File: src/core/mfsc_map.svh
// Register map, field positions and match thresholds of the modem config
`ifndef MFSC_MAP_SVH
`define MFSC_MAP_SVH

`define CFG_ADDR 6'h12
`define CFG_RESET 8'h02
`define CFG_DCBYP_BIT 7
`define CFG_MOD_HI 6
`define CFG_MOD_LO 4
`define CFG_MANCH_BIT 3
`define CFG_SYNC_HI 2
`define CFG_SYNC_LO 0
`define CFG_SYNC_CS_BIT 2
`define SPI_HDR_BITS 5'd8
`define SPI_FRAME_BITS 5'd16
`define SPI_RW_POS 6
`define MATCH_16_LOOSE 6'd15
`define MATCH_16_FULL 6'd16
`define MATCH_32_LOOSE 6'd30

`endif

File: src/core/mfsc_pkg.sv
// Types and shared decode for the modem format and sync configuration
`include "mfsc_map.svh"
package mfsc_pkg;

  typedef enum logic [2:0] {
    MOD_2FSK = 3'h0,
    MOD_GFSK = 3'h1,
    MOD_OOK = 3'h3,
    MOD_4FSK = 3'h4
  } mod_t;

  typedef logic [2:0] sync_mode_t;

  // Least number of matching sync bits for a qualifier code
  function automatic logic [5:0] min_match(input sync_mode_t mode);
    unique case (mode[1:0])
      2'h1: min_match = `MATCH_16_LOOSE;
      2'h2: min_match = `MATCH_16_FULL;
      2'h3: min_match = `MATCH_32_LOOSE;
      default: min_match = 6'h00;
    endcase
  endfunction : min_match

endpackage : mfsc_pkg

File: src/core/modem_format_sync_config.sv
// Modem format and sync qualifier register with its serial port access
`timescale 1ns/10ps
`include "mfsc_map.svh"
module modem_format_sync_config (
  // Clock and reset
  input wire logic ref_clk,
  input wire logic sys_rst,
  // Serial configuration port
  input wire logic cs_n,
  input wire logic sclk,
  input wire logic mosi,
  output logic miso,
  output logic miso_oe_n,
  // Receive path
  input wire logic rx_start,
  input wire logic rx_bit,
  input wire logic rx_bit_valid,
  input wire logic carrier_sense,
  input wire logic [31:0] sync_word,
  // Settings in force for the current reception
  output logic dc_block_bypass,
  output logic [2:0] modulation_select,
  output logic mod_reserved,
  output logic manchester_en,
  output logic sync_search_en,
  output logic sync_len32,
  output logic cs_required,
  // Qualifier results
  output logic sync_found,
  output logic cs_qualified
);

  // Serial port state
  logic prev_sclk;
  logic [4:0] bit_cnt;
  logic [7:0] in_shift;
  logic [7:0] out_shift;
  logic hdr_read;
  logic hdr_hit;
  logic [7:0] cfg;
  logic next_prev_sclk;
  logic [4:0] next_bit_cnt;
  logic [7:0] next_in_shift;
  logic [7:0] next_out_shift;
  logic next_hdr_read;
  logic next_hdr_hit;
  logic [7:0] next_cfg;
  logic rise;
  logic fall;
  logic write_commit;

  assign rise = !cs_n && sclk && !prev_sclk;
  assign fall = !cs_n && !sclk && prev_sclk;
  assign miso = out_shift[7];
  assign miso_oe_n = cs_n;

  always_comb begin
    next_prev_sclk = sclk;
    next_bit_cnt = bit_cnt;
    next_in_shift = in_shift;
    next_out_shift = out_shift;
    next_hdr_read = hdr_read;
    next_hdr_hit = hdr_hit;
    next_cfg = cfg;
    write_commit = 1'b0;
    if (cs_n) begin
      next_bit_cnt = 5'h00;
      next_out_shift = 8'h00;
    end else begin
      if (rise) begin
        next_in_shift = {in_shift[6:0], mosi};
        // Extra bytes of a burst are ignored: no neighbour lives here
        if (bit_cnt != `SPI_FRAME_BITS) begin
          next_bit_cnt = 5'(bit_cnt + 5'h01);
        end
        if (bit_cnt == `SPI_HDR_BITS - 5'h01) begin
          next_hdr_read = in_shift[`SPI_RW_POS];
          next_hdr_hit = {in_shift[4:0], mosi} == `CFG_ADDR;
          // Read data is loaded early so bit 7 is ready before the next rise
          next_out_shift = (in_shift[`SPI_RW_POS] &&
                            {in_shift[4:0], mosi} == `CFG_ADDR) ? cfg : 8'h00;
        end
        if (bit_cnt == `SPI_FRAME_BITS - 5'h01 && !hdr_read && hdr_hit) begin
          next_cfg = {in_shift[6:0], mosi};
          write_commit = 1'b1;
        end
      end
      if (fall && bit_cnt > `SPI_HDR_BITS) begin
        next_out_shift = {out_shift[6:0], 1'b0};
      end
    end
  end

  always_ff @(posedge ref_clk) begin
    if (sys_rst) begin
      prev_sclk <= 1'b0;
      bit_cnt <= 5'h00;
      in_shift <= 8'h00;
      out_shift <= 8'h00;
      hdr_read <= 1'b0;
      hdr_hit <= 1'b0;
      cfg <= `CFG_RESET;
    end else begin
      prev_sclk <= next_prev_sclk;
      bit_cnt <= next_bit_cnt;
      in_shift <= next_in_shift;
      out_shift <= next_out_shift;
      hdr_read <= next_hdr_read;
      hdr_hit <= next_hdr_hit;
      cfg <= next_cfg;
    end
  end

  // Settings in force: taken from the register only at a reception start,
  // so a write mid-packet cannot disturb the packet already running
  mfsc_pkg::sync_mode_t mode;
  logic [5:0] min_bits;
  logic next_dc_block_bypass;
  logic [2:0] next_modulation_select;
  logic next_mod_reserved;
  logic next_manchester_en;
  logic next_sync_search_en;
  logic next_sync_len32;
  logic next_cs_required;
  mfsc_pkg::sync_mode_t next_mode;
  logic [5:0] next_min_bits;

  always_comb begin
    logic [2:0] m;
    logic [2:0] s;
    m = cfg[`CFG_MOD_HI:`CFG_MOD_LO];
    s = cfg[`CFG_SYNC_HI:`CFG_SYNC_LO];
    next_dc_block_bypass = dc_block_bypass;
    next_modulation_select = modulation_select;
    next_mod_reserved = mod_reserved;
    next_manchester_en = manchester_en;
    next_sync_search_en = sync_search_en;
    next_sync_len32 = sync_len32;
    next_cs_required = cs_required;
    next_mode = mode;
    next_min_bits = min_bits;
    if (rx_start) begin
      next_dc_block_bypass = cfg[`CFG_DCBYP_BIT];
      next_modulation_select = m;
      next_mod_reserved = !(m == mfsc_pkg::MOD_2FSK ||
                            m == mfsc_pkg::MOD_GFSK ||
                            m == mfsc_pkg::MOD_OOK ||
                            m == mfsc_pkg::MOD_4FSK);
      next_manchester_en = cfg[`CFG_MANCH_BIT];
      next_sync_search_en = s[1:0] != 2'h0;
      next_sync_len32 = s[1:0] == 2'h3;
      next_cs_required = s[`CFG_SYNC_CS_BIT];
      next_mode = s;
      next_min_bits = mfsc_pkg::min_match(s);
    end
  end

  always_ff @(posedge ref_clk) begin
    if (sys_rst) begin
      dc_block_bypass <= 1'b0;
      modulation_select <= mfsc_pkg::MOD_2FSK;
      mod_reserved <= 1'b0;
      manchester_en <= 1'b0;
      sync_search_en <= 1'b1;
      sync_len32 <= 1'b0;
      cs_required <= 1'b0;
      mode <= 3'(`CFG_RESET);
      min_bits <= `MATCH_16_FULL;
    end else begin
      dc_block_bypass <= next_dc_block_bypass;
      modulation_select <= next_modulation_select;
      mod_reserved <= next_mod_reserved;
      manchester_en <= next_manchester_en;
      sync_search_en <= next_sync_search_en;
      sync_len32 <= next_sync_len32;
      cs_required <= next_cs_required;
      mode <= next_mode;
      min_bits <= next_min_bits;
    end
  end

  // Sync search
  logic [5:0] match_count;
  logic count_valid;
  logic next_sync_found;
  logic next_cs_qualified;

  sync_matcher matcher (
    .ref_clk(ref_clk),
    .sys_rst(sys_rst),
    .clear(rx_start),
    .bit_in(rx_bit),
    .bit_valid(rx_bit_valid),
    .pattern(sync_word),
    .len32(sync_len32),
    .match_count(match_count),
    .count_valid(count_valid)
  );

  always_comb begin
    next_sync_found = count_valid && sync_search_en &&
                      match_count >= min_bits &&
                      (!cs_required || carrier_sense);
    // Code 4 qualifies on carrier alone, with no word search
    next_cs_qualified = !sync_search_en && cs_required && carrier_sense;
  end

  always_ff @(posedge ref_clk) begin
    if (sys_rst) begin
      sync_found <= 1'b0;
      cs_qualified <= 1'b0;
    end else begin
      sync_found <= next_sync_found;
      cs_qualified <= next_cs_qualified;
    end
  end
endmodule : modem_format_sync_config

File: src/core/sync_matcher.sv
// Sync word shift register and bit match counter
`timescale 1ns/10ps
module sync_matcher (
  // Clock and reset
  input wire logic ref_clk,
  input wire logic sys_rst,
  // Received bit stream
  input wire logic clear,
  input wire logic bit_in,
  input wire logic bit_valid,
  // Expected word and length
  input wire logic [31:0] pattern,
  input wire logic len32,
  // Match result
  output logic [5:0] match_count,
  output logic count_valid
);

  logic [31:0] shift;
  logic [31:0] next_shift;
  logic [5:0] next_match_count;
  logic next_count_valid;

  function automatic logic [5:0] ones(input logic [31:0] v);
    logic [5:0] n;
    n = 6'h00;
    for (int i = 0; i < 32; i++) begin
      n = n + {5'h00, v[i]};
    end
    ones = n;
  endfunction : ones

  always_comb begin
    logic [31:0] same;
    same = 32'h0;
    next_shift = shift;
    next_match_count = match_count;
    next_count_valid = 1'b0;
    if (clear) begin
      next_shift = 32'h0;
    end else if (bit_valid) begin
      next_shift = {shift[30:0], bit_in};
      same = ~(next_shift ^ pattern);
      // The 16-bit word sits in the low half of the pattern
      if (!len32) begin
        same[31:16] = 16'h0;
      end
      next_match_count = ones(same);
      next_count_valid = 1'b1;
    end
  end

  always_ff @(posedge ref_clk) begin
    if (sys_rst) begin
      shift <= 32'h0;
      match_count <= 6'h00;
      count_valid <= 1'b0;
    end else begin
      shift <= next_shift;
      match_count <= next_match_count;
      count_valid <= next_count_valid;
    end
  end

endmodule : sync_matcher

File: config.mk
export PLATFORM = sky130hd
export DESIGN_NAME = modem_format_sync_config
export DESIGN_NICKNAME = d
export VERILOG_FILES = /design/src/core/mfsc_pkg.sv /design/src/core/modem_format_sync_config.sv /design/src/core/sync_matcher.sv
export VERILOG_INCLUDE_DIRS = /design/src /design/src/core
export SDC_FILE = /design/constraint.sdc
export NUM_CORES = 1
export LEC_CHECK = 0
export BUFFER_PORTS_ARGS = -buffer_cell sky130_fd_sc_hd__buf_2
export CORE_MARGIN = 2
export CORE_UTILIZATION = 60
export CTS_BUF_LIST = sky130_fd_sc_hd__clkbuf_2
export DETAILED_ROUTE_END_ITERATION = 12
export PLACE_DENSITY_LB_ADDON = 0.3
export RECOVER_POWER = 25
export SYNTH_ARGS = -nofsm -noshare
export SYNTH_HDL_FRONTEND = slang
export SYNTH_HIERARCHICAL = 1
export SYNTH_SLANG_ARGS = --single-unit
File: constraint.sdc
create_clock -name ref_clk -period 8 [get_ports ref_clk]
set_input_delay 2 -clock ref_clk [delete_from_list [all_inputs] [get_ports ref_clk]]
set_output_delay 2 -clock ref_clk [all_outputs]
set_load 0.01 [all_outputs]
# Yosys cells after proc, flatten, opt, wreduce, memory -nomap -nowiden
# Index checks and enable logic that the tools add are counted.
# word_totals
reg_bits,86
wordCells,116
# op_classes
muxes,9
n_eq_ne,10
order_cmp,2
n_reduce_logical,38
bitwise,4
n_addsub,32
# ops
operator,n
6-bit by 1-bit adder with 6-bit output,30
16-bit 2-to-1 mux,3
8-bit 2-to-1 mux,4
32-bit inverter,1
32-bit XOR,1
5-bit case mux with 3 select lines,1
1-bit logical AND,13
2-bit AND reduction,5
1-bit zero test,7
6-bit by 5-bit equality test with 1-bit output (second input constant),1
6-bit >= comparator,1
3-bit AND reduction,2
2-bit nonzero test,3
5-bit by 1-bit adder with 5-bit output (second input constant),1
5-bit by 3-bit equality test with 1-bit output (second input constant),1
5-bit by 4-bit equality test with 1-bit output (second input constant),1
5-bit by 4-bit greater-than comparator with 1-bit output (second input constant),1
5-bit != test (second input constant),1
2-bit equality test (second input constant),2
1-bit logical OR,4
2-bit OR reduction,2
3-bit by 1-bit equality test with 1-bit output (second input constant),1
3-bit by 2-bit equality test with 1-bit output (second input constant),1
3-bit equality test (second input constant),1
6 further kinds,7

# Logic depth before layout (Yosys ltp)
# depth
ltp_word,33
mapped_depth,18
ltp_nobuf,18

# Cells and area by module
# The synthesis kept the hierarchy.
# by_module_without_submodules
module,cells_per_inst,area_each_um2,seq_area_each_um2,instances
sync_matcher,249,2511.2,760.7,1
modem_format_sync_config,208,1923.1,900.9,1

# Worst setup path after synthesis
# Ideal clock, no wire load.
# synth_timing
kind,input -> register
start,in rx_bit
end,reg matcher.match_count[4]
setup_ns,0.062
setup_slack_ns,1.068
cell_stages,18
required_ns,7.938
t_arrival_ns,6.869
cell_sequence,xor2_1 fa_1 inv_1 ha_1 inv_1 fa_1 fa_1 fa_1 fa_1 inv_1 fa_1 inv_1 fa_1 inv_1 fa_1 nand3_1 a2111o_1 nand3_1
# synth_between
elab_chain_cells,33
# synth_lines
element,line_no,rtl
start: declaration,modem_format_sync_config.sv:16,"input wire logic rx_bit,"
32-bit XOR,sync_matcher.sv:43,same = ~(next_shift ^ pattern);
32-bit inverter,sync_matcher.sv:43,
1-bit by 1-bit adder with 2-bit output,sync_matcher.sv:28,"n = n + {5'h00, v[i]};"
6-bit by 1-bit adder with 6-bit output (30 in a row),sync_matcher.sv:28,
end signal: assignment,sync_matcher.sv:60,match_count <= next_match_count;
end: declaration,sync_matcher.sv:15,"output logic [5:0] match_count,"
# No other way between the ends.
# A chain may end at the register's enable or synchronous reset.

# Final worst setup path
# Ends and elaborated chain as after synthesis.

==> results.sh <==
export IMPL_final_common_cell="dfxtp_1"
export IMPL_firstDrtPassIters=4
export IMPL_max_vdd_ir_drop_v=0.0000934
export IMPL_io_buffers=53
export IMPL_cp_start_kind="primary input"
export IMPL_insertion_delay_ns=0.50
export IMPL_finalNetCount=586
export IMPL_synth_distinct_cells=46
export IMPL_cts_sinks=83
export IMPL_route_met3_wl_um=290
export IMPL_maxSlewHeadroom_pct=-12.8
export IMPL_die_w_um=90.0
export IMPL_grt_pass1_wl_um=14000
export IMPL_core_rowCount=31
export IMPL_grt_overflow=0
export IMPL_place_gp_congestion=0.846
export IMPL_clockBufferDepth=2
export IMPL_rsz0062_at_grt="no"
export IMPL_grtUsageTotal_pct=20.8
export IMPL_wl_per_cell_um=13.4
export IMPL_leakage_uw=0.00202
export IMPL_clkTransAtPathRegs_ns=0.22
export IMPL_synth_top_family_by_area="adder cells"
export IMPL_hpwl_um=6170
export IMPL_layout_common_cells="83 x dfxtp_1, 58 x nor2_1, 52 x buf_2"
export IMPL_grt_pass1_vias=3128
export IMPL_synth_warnings=6
export IMPL_r2r_end="matcher/match_count[4]"
export IMPL_fillers=634
export IMPL_met1_length_um=4080
export IMPL_cp_arrival_ns=7.11
export IMPL_worstReg2RegStart="sync_len32"
export IMPL_finClkSkew_ns=0.0287
export IMPL_antenna_found_initial=0
export IMPL_drc=0
export IMPL_cp_end_kind="flop"
export IMPL_synth_simple_area_share_pct=15.5
export IMPL_start_util_pct=61.5
export IMPL_vias_per_cell=5.31
export IMPL_drive_above_1_share_pct=13.9
export IMPL_vias=3206
export IMPL_critical_path_class="primary input to flop"
export IMPL_cts_max_level=3
export IMPL_cap_violations=1
export IMPL_outcome="finished, violations left"
export IMPL_ys_flop_type="dfxtp_1"
export IMPL_syn_avg_cell_area_um2=9.70
export IMPL_cts_setup_buffers=0
export IMPL_hp_class="flop to flop"
export IMPL_path_max_fanout=2
export IMPL_setup_violations=0
export IMPL_final_cell_area_um2=4820
export IMPL_top_layer_used="met4"
export IMPL_endpoint="matcher/match_count[4]"
export IMPL_post_route_period_util_pct=83.6
export IMPL_maxSlewViolCount=43
export IMPL_cts_buffers=9
export IMPL_grt_max_degree=43
export IMPL_cts_resized=0
export IMPL_crit_required_ns=8.42
export IMPL_synth_edf_count=0
export IMPL_p_per_area_nw_per_um2=181
export IMPL_synth_async_sr_flop_share_pct=0
export IMPL_root_buffer="clkbuf_2"
export IMPL_dieHeight_um=90.0
export IMPL_worst_pin_slew_ns=1.69
export IMPL_fin_setup_tns_ns=0
export IMPL_synthesis_nets=543
export IMPL_rrSetupSlack_ns=2.51
export IMPL_rr_worst_depth=17
export IMPL_die_area_um2=8090
export IMPL_synthXorXnorAreaFrac_pct=7.11
export IMPL_synthMuxAreaShare_pct=10.6
export IMPL_fin_crit_ns=6.69
export IMPL_drt_total_wl_um=8080
export IMPL_coreArea_um2=7210
export IMPL_hold_slack_ns=0.481
export IMPL_ant_nets=0
export IMPL_ys_seq_elements=83
export IMPL_fmax_mhz=149
export IMPL_route_met2_wl_um=3640
export IMPL_ios=54
export IMPL_hold_buffers=0
export IMPL_synth_area_um2=4430
export IMPL_crit_start="rx_bit"
export IMPL_cts_tree="yes"
export IMPL_syn2layout_area_growth_pct=8.61
export IMPL_synthAdderAreaFrac_pct=16.9
export IMPL_finalHoldViolations=0
export IMPL_synth_compound_area_share_pct=7.73
export IMPL_ys_seq_area_share_pct=37.5
export IMPL_place_area_um2=4730
export IMPL_diodes=0
export IMPL_violations="capacitance limit, slew limit"
export IMPL_drtIter0Drc=162
export IMPL_syn_inst=457
## worst max-delay path, stage by stage
cell and delay, ns:
buf_2 0.11, xor2_1 0.17, fa_1 0.53, inv_1 0.04, ha_1 0.28, inv_1 0.07
fa_1 0.46, fa_1 0.52, fa_1 0.52, fa_1 0.54, inv_1 0.05, fa_1 0.53
inv_1 0.05, fa_1 0.43, inv_1 0.08, fa_1 0.19, nand3_1 0.10, a2111o_1 0.37
nand3_1 0.08
## kinds of logic after synthesis
| family | count (synthesis) |
|---|---|
| flops | 83 |
| fa+ha+maj | 45 |
| mux | 47 |
| compound gates | 50 |
| xor+xnor | 36 |
| simple gates | 146 |
| buf+inv | 50 |
## worst min-delay path by stage
stage / end / cells after the start / start
2_1_floorplan: out_shift[0] / 2 / out_shift[0]
5_1_grt: in_shift[6] / 2 / in_shift[5]
4_1_cts: in_shift[6] / 2 / in_shift[5]
3_5_place_dp: hdr_hit / 2 / hdr_hit
3_3_place_gp: hdr_hit / 2 / hdr_hit
6_report: hdr_hit / 2 / hdr_hit
## registers in the layout (all words and copies together), names as in the netlist, 3 cells and up
name	flops
bit_cnt	5
in_shift	7
matcher/shift	31
modulation_select	3
cfg	8
min_bits	3
matcher/match_count	6
out_shift	8
## per-layer routing
metal / up-vias / global-route usage (%)
met5: - / 0
met4: 0 / 7.31
met3: 7 / 3.60
met2: 55 / 31.3
met1: 1528 / 30.6
li1: 1616 / -
## Yosys cell counts (2+ instances only)
cell,instances,share of area [%]
a211oi_1,6,1.0
and2_1,4,0.56
o21ai_0,2,0.23
o211ai_1,3,0.51
fa_1,25,11
ha_1,20,5.6
nand3_1,12,1.4
nand2b_1,6,0.85
nand2_1,41,3.5
and3_1,2,0.28
dfxtp_1,83,37
or2_2,2,0.28
clkbuf_1,11,0.93
nor2b_1,3,0.42
a2111o_1,2,0.51
a21oi_1,22,2.5
mux2i_1,47,11
buf_1,2,0.17
nor4bb_1,2,0.45
buf_2,5,0.56
inv_1,29,2.5
xnor2_1,24,4.7
nor3_1,3,0.34
buf_4,3,0.51
nand4_1,2,0.28
nand3b_1,2,0.34
a32oi_1,7,1.4
xor2_1,12,2.4
nor2_1,58,4.9
## where the power goes
| part | switching [uW] | internal (uW) | total (uW) |
|---|---|---|---|
| Combinational | 140 | 115 | 255 |
| Clock | 143 | 41.7 | 184 |
| Sequential | 6.28 | 424 | 431 |
| Total | 289 | 581 | 870 |
## per-stage QoR
| step | cells | setup WS, ns | power (uW) | utilization [%] |
|---|---|---|---|---|
| finish | 604 | 1.31 | 870 | 66.8 |
| global route | 604 | 1.10 | 939 | 66.8 |
| CTS | 604 | 1.32 | 882 | 66.8 |
| detailed placement | 588 | 0.787 | 698 | 65.5 |
| global placement | 588 | 0.848 | 682 | 65.5 |
| floorplan | 457 | 1.07 | 638 | - |
## area by class of cell
| cell class | instances | area, um2 | share of cell area, % |
|---|---|---|---|
| Clock inverter | 6 | 40.0 | 0.831 |
| Multi-Input combinational cell | 324 | 2570 | 53.3 |
| Clock buffer | 10 | 50.0 | 1.04 |
| Inverter | 29 | 109 | 2.26 |
| Timing Repair Buffer | 53 | 264 | 5.48 |
| Tap cell | 99 | 124 | 2.57 |
| Sequential cell | 83 | 1660 | 34.5 |
Note: power is estimated with default switching activity, not from simulation.
